**src/verilog/mps_pkg.sv**
```systemverilog
// shared constants and types of the multiphase pulse sequencer
// assumes one 50 MHz system clock and a synchronous active-low reset
package mps_pkg;

  // ==========================================================================
  // clock and switching cycle
  // ==========================================================================
  localparam int CLK_HZ         = 50000000; // system clock rate
  localparam int PERIOD_DEF_CYC = 240;      // default cycle, divisible by 12
  localparam int SAMPLE_W_DEF   = 12;       // default sensed current width
  localparam int NUM_CH         = 4;        // channels built in silicon

  // ==========================================================================
  // cycle fractions
  // ==========================================================================
  localparam int DIV_QUARTER    = 4;        // spacing in four channel mode
  localparam int DIV_THIRD      = 3;        // spacing, forced off, window
  localparam int DIV_HALF       = 2;        // spacing in two channel mode
  localparam int DIV_SIXTH      = 6;        // window opening delay
  localparam int STRAP_WAIT_CYC = 3;        // synchroniser fill before capture

  // ==========================================================================
  // channel indices
  // ==========================================================================
  localparam int CH1 = 0;
  localparam int CH2 = 1;
  localparam int CH3 = 2;
  localparam int CH4 = 3;

  // ==========================================================================
  // types
  // ==========================================================================
  // active channel count chosen from the straps
  typedef enum logic [1:0] {
    MPS_MODE_4CH = 2'b00,
    MPS_MODE_3CH = 2'b01,
    MPS_MODE_2CH = 2'b10
  } mps_mode_t;

  // strap capture phase of the top level
  typedef enum logic [1:0] {
    MPS_CFG_WAIT = 2'b00,
    MPS_CFG_RUN  = 2'b01
  } mps_cfg_t;

  // per channel pulse state
  typedef enum logic [1:0] {
    MPS_CH_IDLE   = 2'b00,
    MPS_CH_FORCED = 2'b01,
    MPS_CH_ARMED  = 2'b10,
    MPS_CH_HIGH   = 2'b11
  } mps_ch_state_t;

endpackage : mps_pkg

```
**src/verilog/mps_channel.sv**
```systemverilog
// one phase channel: forced off time, rise on ramp crossing, sample window
// assumes term_i is a one-cycle pulse and cross_i is already synchronised
module mps_channel #(
  parameter int CW        = 8,
  parameter int SW        = 12,
  parameter int OFF_CYC   = 80,
  parameter int WIN_START = 40,
  parameter int WIN_END   = 120
) (
  // clock, reset, enable
  input  wire logic          clk_i,
  input  wire logic          rst_n_i,
  input  wire logic          ce_i,
  // control from the top level
  input  wire logic          active_i,
  input  wire logic          term_i,
  input  wire logic          cross_i,
  input  wire logic [SW-1:0] sensed_current_i,
  // results
  output logic               drive_o,
  output logic               window_o,
  output logic [SW-1:0]      held_o
);
  import mps_pkg::*;

  localparam logic [CW-1:0] OFF_C   = CW'(OFF_CYC);   // forced off length
  localparam logic [CW-1:0] WSTA_C  = CW'(WIN_START); // window open point
  localparam logic [CW-1:0] WEND_C  = CW'(WIN_END);   // window close point
  localparam logic [CW-1:0] CMAX_C  = {CW{1'b1}};     // counter saturation
  localparam logic [CW-1:0] ONE_C   = CW'(1);

  mps_ch_state_t st_ff,    nxt_st;     // pulse state
  logic [CW-1:0] low_ff,   nxt_low;    // cycles since falling edge
  logic          drv_ff,   nxt_drv;    // registered phase drive
  logic          win_ff,   nxt_win;    // registered window flag
  logic [SW-1:0] trk_ff,   nxt_trk;    // tracked current during window
  logic [SW-1:0] hld_ff,   nxt_hld;    // value held for one cycle

  // ==========================================================================
  // next state
  // ==========================================================================
  // term wins unless the channel is disabled, and restarts the cycle low
  always_comb begin
    nxt_st  = st_ff;
    nxt_low = low_ff;
    nxt_trk = trk_ff;
    nxt_hld = hld_ff;
    if (!active_i) begin
      // disabled channel stays quiet, nothing sensed
      nxt_st  = MPS_CH_IDLE;
      nxt_low = '0;
      nxt_trk = '0;
      nxt_hld = '0;
    end else if (term_i) begin
      // cycle starts: fall, latch tracked sample for a full cycle
      nxt_st  = MPS_CH_FORCED;
      nxt_low = '0;
      nxt_hld = trk_ff;
    end else begin
      // count low time, saturating
      if (st_ff != MPS_CH_HIGH && low_ff != CMAX_C) begin
        nxt_low = low_ff + ONE_C;
      end
      unique case (st_ff)
        MPS_CH_IDLE: begin
          // wait for the first termination event
          nxt_st = MPS_CH_IDLE;
        end
        MPS_CH_FORCED: begin
          // hold low for the forced off time
          if (nxt_low >= OFF_C) begin
            nxt_st = MPS_CH_ARMED;
          end
        end
        MPS_CH_ARMED: begin
          // rise on the ramp crossing
          if (cross_i) begin
            nxt_st = MPS_CH_HIGH;
          end
        end
        MPS_CH_HIGH: begin
          // stay high until the next termination
          nxt_st = MPS_CH_HIGH;
        end
      endcase
    end
    // window: low, past the open point, before close point
    nxt_win = (nxt_st == MPS_CH_FORCED || nxt_st == MPS_CH_ARMED) &&
              (nxt_low >= WSTA_C) && (nxt_low < WEND_C);
    nxt_drv = (nxt_st == MPS_CH_HIGH);
    // track the sensed current while the window stands open
    if (win_ff && active_i) begin
      nxt_trk = sensed_current_i;
    end
  end

  // ==========================================================================
  // registers
  // ==========================================================================
  // clock enable freezes everything
  always_ff @(posedge clk_i) begin
    if (!rst_n_i) begin
      st_ff  <= MPS_CH_IDLE;
      low_ff <= '0;
      drv_ff <= 1'b0;
      win_ff <= 1'b0;
      trk_ff <= '0;
      hld_ff <= '0;
    end else if (ce_i) begin
      st_ff  <= nxt_st;
      low_ff <= nxt_low;
      drv_ff <= nxt_drv;
      win_ff <= nxt_win;
      trk_ff <= nxt_trk;
      hld_ff <= nxt_hld;
    end
  end

  assign drive_o  = drv_ff;
  assign window_o = win_ff;
  assign held_o   = hld_ff;

endmodule : mps_channel

```
**src/verilog/mps_sequencer.sv**
```systemverilog
// top of the multiphase pulse sequencer: strap capture, cycle counter,
// interleaved termination events and four phase channels
// assumes comparator and strap pins are asynchronous; sensed current words
// come from a converter on clk_i

// Functional notes
// - no strap asserted means four channels
// - termination event pulls phase low, starts cycle
// - four channels fall 4-3-2-1, quarter spaced
// - phase 4 tied high three, 3 two
// - three channels fall 3-2-1, third spaced
// - two channels: second falls half cycle later
// - phase held low one third cycle
// - after off time, rise on ramp crossing
// - high phase stays until next termination
// - window opens sixth in, lasts third unless phase rises first
// - captured current held one full cycle
// - disabled channels keep sensing logic idle
module mps_sequencer #(
  parameter int PERIOD_CYC = mps_pkg::PERIOD_DEF_CYC,
  parameter int SW         = mps_pkg::SAMPLE_W_DEF
) (
  // clock, reset, enable
  input  wire logic                      clk_i,
  input  wire logic                      rst_n_i,
  input  wire logic                      ce_i,
  // phase pins: level read back, drive, enable
  input  wire logic                      phase_drive_3_i,
  input  wire logic                      phase_drive_4_i,
  output logic [mps_pkg::NUM_CH-1:0]     phase_drive_o,
  output logic [mps_pkg::NUM_CH-1:0]     phase_drive_oe_o,
  // ramp crossing comparators, one per channel
  input  wire logic [mps_pkg::NUM_CH-1:0] error_amp_level_i,
  // sensed current words, channel 1 in the low slice
  input  wire logic [mps_pkg::NUM_CH*SW-1:0] sensed_current_i,
  // held samples, sample windows, chosen mode
  output logic [mps_pkg::NUM_CH*SW-1:0]  held_current_o,
  output logic [mps_pkg::NUM_CH-1:0]     sample_window_o,
  output mps_pkg::mps_mode_t             mode_o,
  output logic                           running_o
);
  import mps_pkg::*;

  localparam int CW = $clog2(PERIOD_CYC + 1);           // counter width
  localparam logic [CW-1:0] LAST_C  = CW'(PERIOD_CYC - 1);
  localparam logic [CW-1:0] ONE_C   = CW'(1);
  localparam logic [CW-1:0] Q1_C    = CW'(PERIOD_CYC / DIV_QUARTER);
  localparam logic [CW-1:0] Q2_C    = CW'(2 * PERIOD_CYC / DIV_QUARTER);
  localparam logic [CW-1:0] Q3_C    = CW'(3 * PERIOD_CYC / DIV_QUARTER);
  localparam logic [CW-1:0] T1_C    = CW'(PERIOD_CYC / DIV_THIRD);
  localparam logic [CW-1:0] T2_C    = CW'(2 * PERIOD_CYC / DIV_THIRD);
  localparam logic [CW-1:0] H1_C    = CW'(PERIOD_CYC / DIV_HALF);
  localparam logic [CW-1:0] ZERO_C  = '0;
  localparam int OFF_CYC   = (PERIOD_CYC + DIV_THIRD - 1) / DIV_THIRD;
  localparam int WIN_START = (PERIOD_CYC + DIV_SIXTH - 1) / DIV_SIXTH;
  localparam int WIN_END   = WIN_START + PERIOD_CYC / DIV_THIRD;
  localparam logic [1:0] WAIT_C = 2'(STRAP_WAIT_CYC);

  // ==========================================================================
  // state
  // ==========================================================================
  mps_cfg_t            cfg_ff,   nxt_cfg;   // strap capture phase
  mps_mode_t           mode_ff,  nxt_mode;  // latched channel count
  logic [1:0]          wait_ff,  nxt_wait;  // synchroniser fill count
  logic [CW-1:0]       cnt_ff,   nxt_cnt;   // position in switching cycle
  logic [1:0]          sm_ff,    nxt_sm;    // strap first stage
  logic [1:0]          ss_ff,    nxt_ss;    // strap second stage
  logic [NUM_CH-1:0]   cm_ff,    nxt_cm;    // comparator first stage
  logic [NUM_CH-1:0]   cs_ff,    nxt_cs;    // comparator second stage
  logic [NUM_CH-1:0]   term;                // termination pulses
  logic [NUM_CH-1:0]   active;              // enabled channels
  logic [NUM_CH-1:0]   drive;               // channel drives

  // ==========================================================================
  // next state
  // ==========================================================================
  // synchronisers, strap capture and cycle counter
  always_comb begin
    nxt_sm   = {phase_drive_4_i, phase_drive_3_i};
    nxt_ss   = sm_ff;
    nxt_cm   = error_amp_level_i;
    nxt_cs   = cm_ff;
    nxt_cfg  = cfg_ff;
    nxt_mode = mode_ff;
    nxt_wait = wait_ff;
    nxt_cnt  = cnt_ff;
    unique case (cfg_ff)
      MPS_CFG_WAIT: begin
        // pins released; capture once after synchroniser fills
        if (wait_ff == WAIT_C) begin
          nxt_cfg = MPS_CFG_RUN;
          if (ss_ff[0]) begin
            nxt_mode = MPS_MODE_2CH;
          end else if (ss_ff[1]) begin
            nxt_mode = MPS_MODE_3CH;
          end else begin
            nxt_mode = MPS_MODE_4CH;
          end
        end else begin
          nxt_wait = wait_ff + 2'b01;
        end
      end
      MPS_CFG_RUN: begin
        // one wrap of the counter is one switching cycle
        nxt_cnt = (cnt_ff == LAST_C) ? ZERO_C : cnt_ff + ONE_C;
      end
      default: begin
        nxt_cfg = MPS_CFG_WAIT;
      end
    endcase
  end

  // bit 0 is strap on phase 3 pin, bit 1 on phase 4 pin
  // phase 3 tied high wins: two channel mode

  // termination events per mode
  always_comb begin
    term   = '0;
    active = '0;
    if (cfg_ff == MPS_CFG_RUN) begin
      unique case (mode_ff)
        MPS_MODE_4CH: begin
          // order 4-3-2-1, quarter cycle apart
          active    = 4'hf;
          term[CH4] = (cnt_ff == ZERO_C);
          term[CH3] = (cnt_ff == Q1_C);
          term[CH2] = (cnt_ff == Q2_C);
          term[CH1] = (cnt_ff == Q3_C);
        end
        MPS_MODE_3CH: begin
          // order 3-2-1, third cycle apart
          active    = 4'h7;
          term[CH3] = (cnt_ff == ZERO_C);
          term[CH2] = (cnt_ff == T1_C);
          term[CH1] = (cnt_ff == T2_C);
        end
        MPS_MODE_2CH: begin
          // second channel half a cycle after the first
          active    = 4'h3;
          term[CH1] = (cnt_ff == ZERO_C);
          term[CH2] = (cnt_ff == H1_C);
        end
        default: begin
          active = '0;
        end
      endcase
    end
  end

  // ==========================================================================
  // registers
  // ==========================================================================
  // clock enable freezes everything
  always_ff @(posedge clk_i) begin
    if (!rst_n_i) begin
      cfg_ff  <= MPS_CFG_WAIT;
      mode_ff <= MPS_MODE_4CH;
      wait_ff <= 2'h0;
      cnt_ff  <= '0;
      sm_ff   <= 2'h0;
      ss_ff   <= 2'h0;
      cm_ff   <= '0;
      cs_ff   <= '0;
    end else if (ce_i) begin
      cfg_ff  <= nxt_cfg;
      mode_ff <= nxt_mode;
      wait_ff <= nxt_wait;
      cnt_ff  <= nxt_cnt;
      sm_ff   <= nxt_sm;
      ss_ff   <= nxt_ss;
      cm_ff   <= nxt_cm;
      cs_ff   <= nxt_cs;
    end
  end

  // ==========================================================================
  // channels
  // ==========================================================================
  for (genvar g = 0; g < NUM_CH; g++) begin : g_ch
    mps_channel #(
      .CW        (CW),
      .SW        (SW),
      .OFF_CYC   (OFF_CYC),
      .WIN_START (WIN_START),
      .WIN_END   (WIN_END)
    ) u_ch (
      .clk_i            (clk_i),
      .rst_n_i          (rst_n_i),
      .ce_i             (ce_i),
      .active_i         (active[g]),
      .term_i           (term[g]),
      .cross_i          (cs_ff[g]),
      .sensed_current_i (sensed_current_i[g*SW +: SW]),
      .drive_o          (drive[g]),
      .window_o         (sample_window_o[g]),
      .held_o           (held_current_o[g*SW +: SW])
    );
  end

  // disabled pins are left undriven so the strap tie does not fight
  assign phase_drive_o    = drive;
  assign phase_drive_oe_o = active;
  assign mode_o           = mode_ff;
  assign running_o        = (cfg_ff == MPS_CFG_RUN);

endmodule : mps_sequencer

```
**config.mk**
```make
export PLATFORM = sky130hd
export DESIGN_NAME = mps_sequencer
export DESIGN_NICKNAME = d
export VERILOG_FILES = /design/src/verilog/mps_pkg.sv /design/src/verilog/mps_channel.sv /design/src/verilog/mps_sequencer.sv
export SDC_FILE = /design/constraint.sdc
export NUM_CORES = 1
export LEC_CHECK = 0
export BUFFER_PORTS_ARGS = -buffer_cell sky130_fd_sc_hd__buf_4
export CORE_MARGIN = 2
export CORE_UTILIZATION = 25
export DETAILED_ROUTE_END_ITERATION = 8
export GPL_TIMING_DRIVEN = 0
export PLACE_DENSITY = 0.49
export SLEW_MARGIN = 20
export SYNTH_ARGS = -nofsm -noshare
export SYNTH_HDL_FRONTEND = slang
export SYNTH_SLANG_ARGS = --single-unit
```
**constraint.sdc**
```tcl
create_clock -name clk_i -period 3.7 [get_ports clk_i]
set_input_delay 0.185 -clock clk_i [delete_from_list [all_inputs] [get_ports clk_i]]
set_output_delay 0.185 -clock clk_i [all_outputs]
set_load 0.05 [all_outputs]
```
==> load_flow_metrics.sql <==
INSERT INTO impl_metrics (metric_group, metric, value, unit) VALUES
('worst_hold_path', 'holdPathEnd', 'g_ch[1].u_ch.trk_ff[8]', ''),
('global_route', 'gr-usage-all-layers', '0.149', ''),
('global_route', 'grt_antenna_before_repair', '1', ''),
('logic_synthesis', 'biggest_area_consumer_among_synthesized_cells', 'sky130_fd_sc_hd__dfxtp_1', ''),
('sta', 'grt_setup_unrepaired', 'false', ''),
('worst_setup_path', 'ff_to_ff_setup_slack', '760', 'ps'),
('layout', 'register_area', '3380', 'um2'),
('cts', 'cts_max_level', '4', ''),
('floorplan', 'floorplan.die_area', '32300', 'um2'),
('route', 'dr.first_iter.drc_count', '527', ''),
('logic_synthesis', 'syn_area', '7730', 'um2'),
('logic_synthesis', 'synthArstFlopShare', '0', ''),
('sta', 'relSlewSlack', '0.421', ''),
('floorplan', 'fp-row-count', '64', ''),
('logic_synthesis', 'synth_simple_gate_area_frac', '0.240', ''),
('worst_setup_path', 'worstSetupStartpointType', 'flop', ''),
('sta', 'achievable-frequency', '340', 'MHz'),
('cts', 'cts.clk_slew.worst_paths', '70', 'ps'),
('logic_synthesis', 'combinational_family_with_the_most_area_after_synthesis', 'simple AND/OR/NAND/NOR gates', ''),
('power_and_ir_drop', 'powerDensity', '378', 'nW/um2'),
('global_route', 'grt_pass1_wl', '39000', 'um'),
('power_and_ir_drop', 'irDropWorstVdd', '304', 'uV'),
('floorplan', 'io_pins', '120', ''),
('floorplan', 'start_util', '0.253', ''),
('sta', 'total_of_endpoints_with_negative_setup_slack_in_the_final_report', '0', ''),
('placement', 'dp_hpwl', '17200', 'um'),
('logic_synthesis', 'yosys_most_used_dff', 'sky130_fd_sc_hd__dfxtp_1', ''),
('status', 'run_status', 'complete, no violations', ''),
('cts', 'tritoncts', 'done', ''),
('logic_synthesis', 'synth.top_cells.by_count', 'sky130_fd_sc_hd__dfxtp_1, sky130_fd_sc_hd__nor2_1, sky130_fd_sc_hd__nand2_1', ''),
('placement', 'portBuffers', '119', ''),
('logic_synthesis', 'syn_avg_cell_area', '8.24', 'um2'),
('layout', 'nFillCells', '3222', ''),
('cts', 'clk_root_buffer_cell', 'sky130_fd_sc_hd__clkbuf_16', ''),
('placement', 'placement.setup.worst_slack', '851', 'ps'),
('sta', 'tightest_slew', '868', 'ps'),
('placement', 'gp_congestion', '0.848', ''),
('logic_synthesis', 'synth.mux.area_fraction', '0.0403', ''),
('logic_synthesis', 'synth_compound_gate_area_share', '0.190', ''),
('sta', 'period_minus_slack', '2940', 'ps'),
('route', 'drt_antenna_net_count', '0', ''),
('route', 'drc_errors', '0', ''),
('sta', 'worst_slack', '763', 'ps'),
('worst_setup_path', 'setup.worst_path.end_class', 'flop', ''),
('floorplan', 'core_area', '30500', 'um2'),
('cts', 'cts_inserted_buffers', '17', ''),
('route', 'wire_per_inst', '15.7', 'um'),
('worst_setup_path', 'worst-r2r-cell-count', '12', ''),
('sta', 'setup_tns_final', '0', 'ps'),
('worst_hold_path', 'min_path_type', 'in -> reg', ''),
('sta', 'final-max-slew-violation-count', '0', ''),
('cts', 'post-cts-setup-buffers', '0', ''),
('logic_synthesis', 'synth_top_area_frac', '0.438', ''),
('layout', 'multi_input_area', '3930', 'um2'),
('worst_setup_path', 'criticalPathCategory', 'reg -> reg', ''),
('cts', 'cts_num_sinks', '169', ''),
('logic_synthesis', 'synthMostInstantiatedCell', 'sky130_fd_sc_hd__dfxtp_1', ''),
('sta', 'timing.final.crit_share', '0.794', ''),
('job', 'maxCapViolations', '0', ''),
('floorplan', 'die_height', '180', 'um'),
('cts', 'hold_buffers', '50', ''),
('logic_synthesis', 'yosys_register_bits', '169', ''),
('logic_synthesis', 'synthAdderAreaFrac', '0.0178', ''),
('logic_synthesis', 'seq_area_frac_synth', '0.438', ''),
('global_route', 'grt_pass1_vias', '7210', ''),
('logic_synthesis', 'synth_edf_count', '0', ''),
('global_route', 'grt-ovfl-total', '0', ''),
('sta', 'report.final.hold_viol_count', '0', ''),
('global_route', 'grt_start_max_net_pins', '17', ''),
('logic_synthesis', 'syn_nets', '1006', ''),
('worst_hold_path', 'hold_depth', '3', '');
==> registers in the layout, indices dropped and copies added, names as in the netlist <==
register            flops
cs_ff                   4
ss_ff                   2
nxt_ss                  2
cnt_ff                  8
g_ch.u_ch.st_ff         8
wait_ff                 2
g_ch.u_ch.drive_o       4
g_ch.u_ch.trk_ff       48
g_ch.u_ch.low_ff       32
g_ch.u_ch.held_o       48
cfg_ff                  1
cm_ff                   4
g_ch.u_ch.window_o      4
mode_o                  2
==> worst max-delay path by stage <==
stage                           startpoint                     to
CTS                              cnt_ff[0]  g_ch[0].u_ch.window_o
global route        g_ch[3].u_ch.low_ff[5]  g_ch[3].u_ch.window_o
global placement                 cnt_ff[0]  g_ch[0].u_ch.window_o
floorplan                        mode_o[0]  g_ch[0].u_ch.window_o
finish                           cnt_ff[0]  g_ch[0].u_ch.window_o
detailed placement               cnt_ff[0]  g_ch[0].u_ch.window_o
==> cell usage in the layout, fill, tap and decap left out, drive strengths merged, types with 3 or more instances in the layout <==
cell         synthesis  layout
buf                 29     148
nand2b               5       5
and3                12      12
dfxtp              169     169
nor4                 4       4
xnor2                5       5
o21ai               26      26
nand3               55      55
mux2i               30      30
or3                  6       6
ha                  11      11
nand4               26      26
a21o                 4       4
nand2              102     102
nor3                24      24
nor2               122     122
nor4b                3       3
a22oi               49      49
a31oi                7       7
inv                 16      18
o311ai               3       3
a21oi               91      91
clkbuf              45      64
and2                 8       8
clkinv               1       6
clkinvlp             0       4
a211oi               7       7
o211ai               5       5
dlygate4sd3          0      50
nor2b                5       5
xor2                13      13
o21a                 8       8
==> report_power, final <==
group,switching (W),internal [W],leakage [nW]
clock,0.000779,0.000965,0.268
combinational,0.000160,0.000111,2.17
sequential,0.00000947,0.00183,1.36
total,0.000949,0.00291,3.80
==> per-stage QoR <==
stage | power, W | instances | utilization
after floorplan | 0.00199 | 938 | -
after global placement | 0.00211 | 1453 | 0.299
after detailed placement | 0.00211 | 1453 | 0.299
after CTS | 0.00390 | 1534 | 0.334
after global routing | 0.00401 | 1534 | 0.334
final | 0.00386 | 1535 | 0.334
==> final cells by class <==
cell class              instances  area share
multi-input cells             678       0.386
clock buffers                  19      0.0444
clock inverters                12      0.0115
plain buffers                  74      0.0346
repair buffers                169       0.137
inverters                      17     0.00626
flip-flops and latches        169       0.332
well taps                     396      0.0486
diodes                          1    0.000245
==> cells by family (layout without fill, tap and decap cells) <==
logic type | after synthesis | count (layout)
flops | 169 | 169
simple gates | 391 | 391
mux | 31 | 31
other cells | 0 | 1
compound gates | 227 | 227
buf+inv | 91 | 291
xor+xnor | 18 | 18
fa+ha+maj | 11 | 11
==> layer usage <==
| layer | wire [um] | global-route usage | vias to the layer above |
|---|---|---|---|
| met3 | 1220 | 0.0342 | 20 |
| met5 | 0 | 0 | - |
| met2 | 10800 | 0.238 | 182 |
| met4 | 354 | 0.0390 | 0 |
| li1 | - | - | 3728 |
| met1 | 11800 | 0.204 | 3510 |
==> worst max-delay path, cell delays in order (launching register included) <==
cell and delay, ps:
sky130_fd_sc_hd__dfxtp_1 340, sky130_fd_sc_hd__inv_1 80, sky130_fd_sc_hd__ha_1 180, sky130_fd_sc_hd__or3b_2 520, sky130_fd_sc_hd__a211oi_1 290, sky130_fd_sc_hd__o22a_1 260
sky130_fd_sc_hd__buf_4 210, sky130_fd_sc_hd__buf_4 200, sky130_fd_sc_hd__nor2_1 70, sky130_fd_sc_hd__ha_1 290, sky130_fd_sc_hd__nand4_1 80, sky130_fd_sc_hd__nor3_1 220
sky130_fd_sc_hd__a22o_1 150
(Power assumes the default switching activity.)
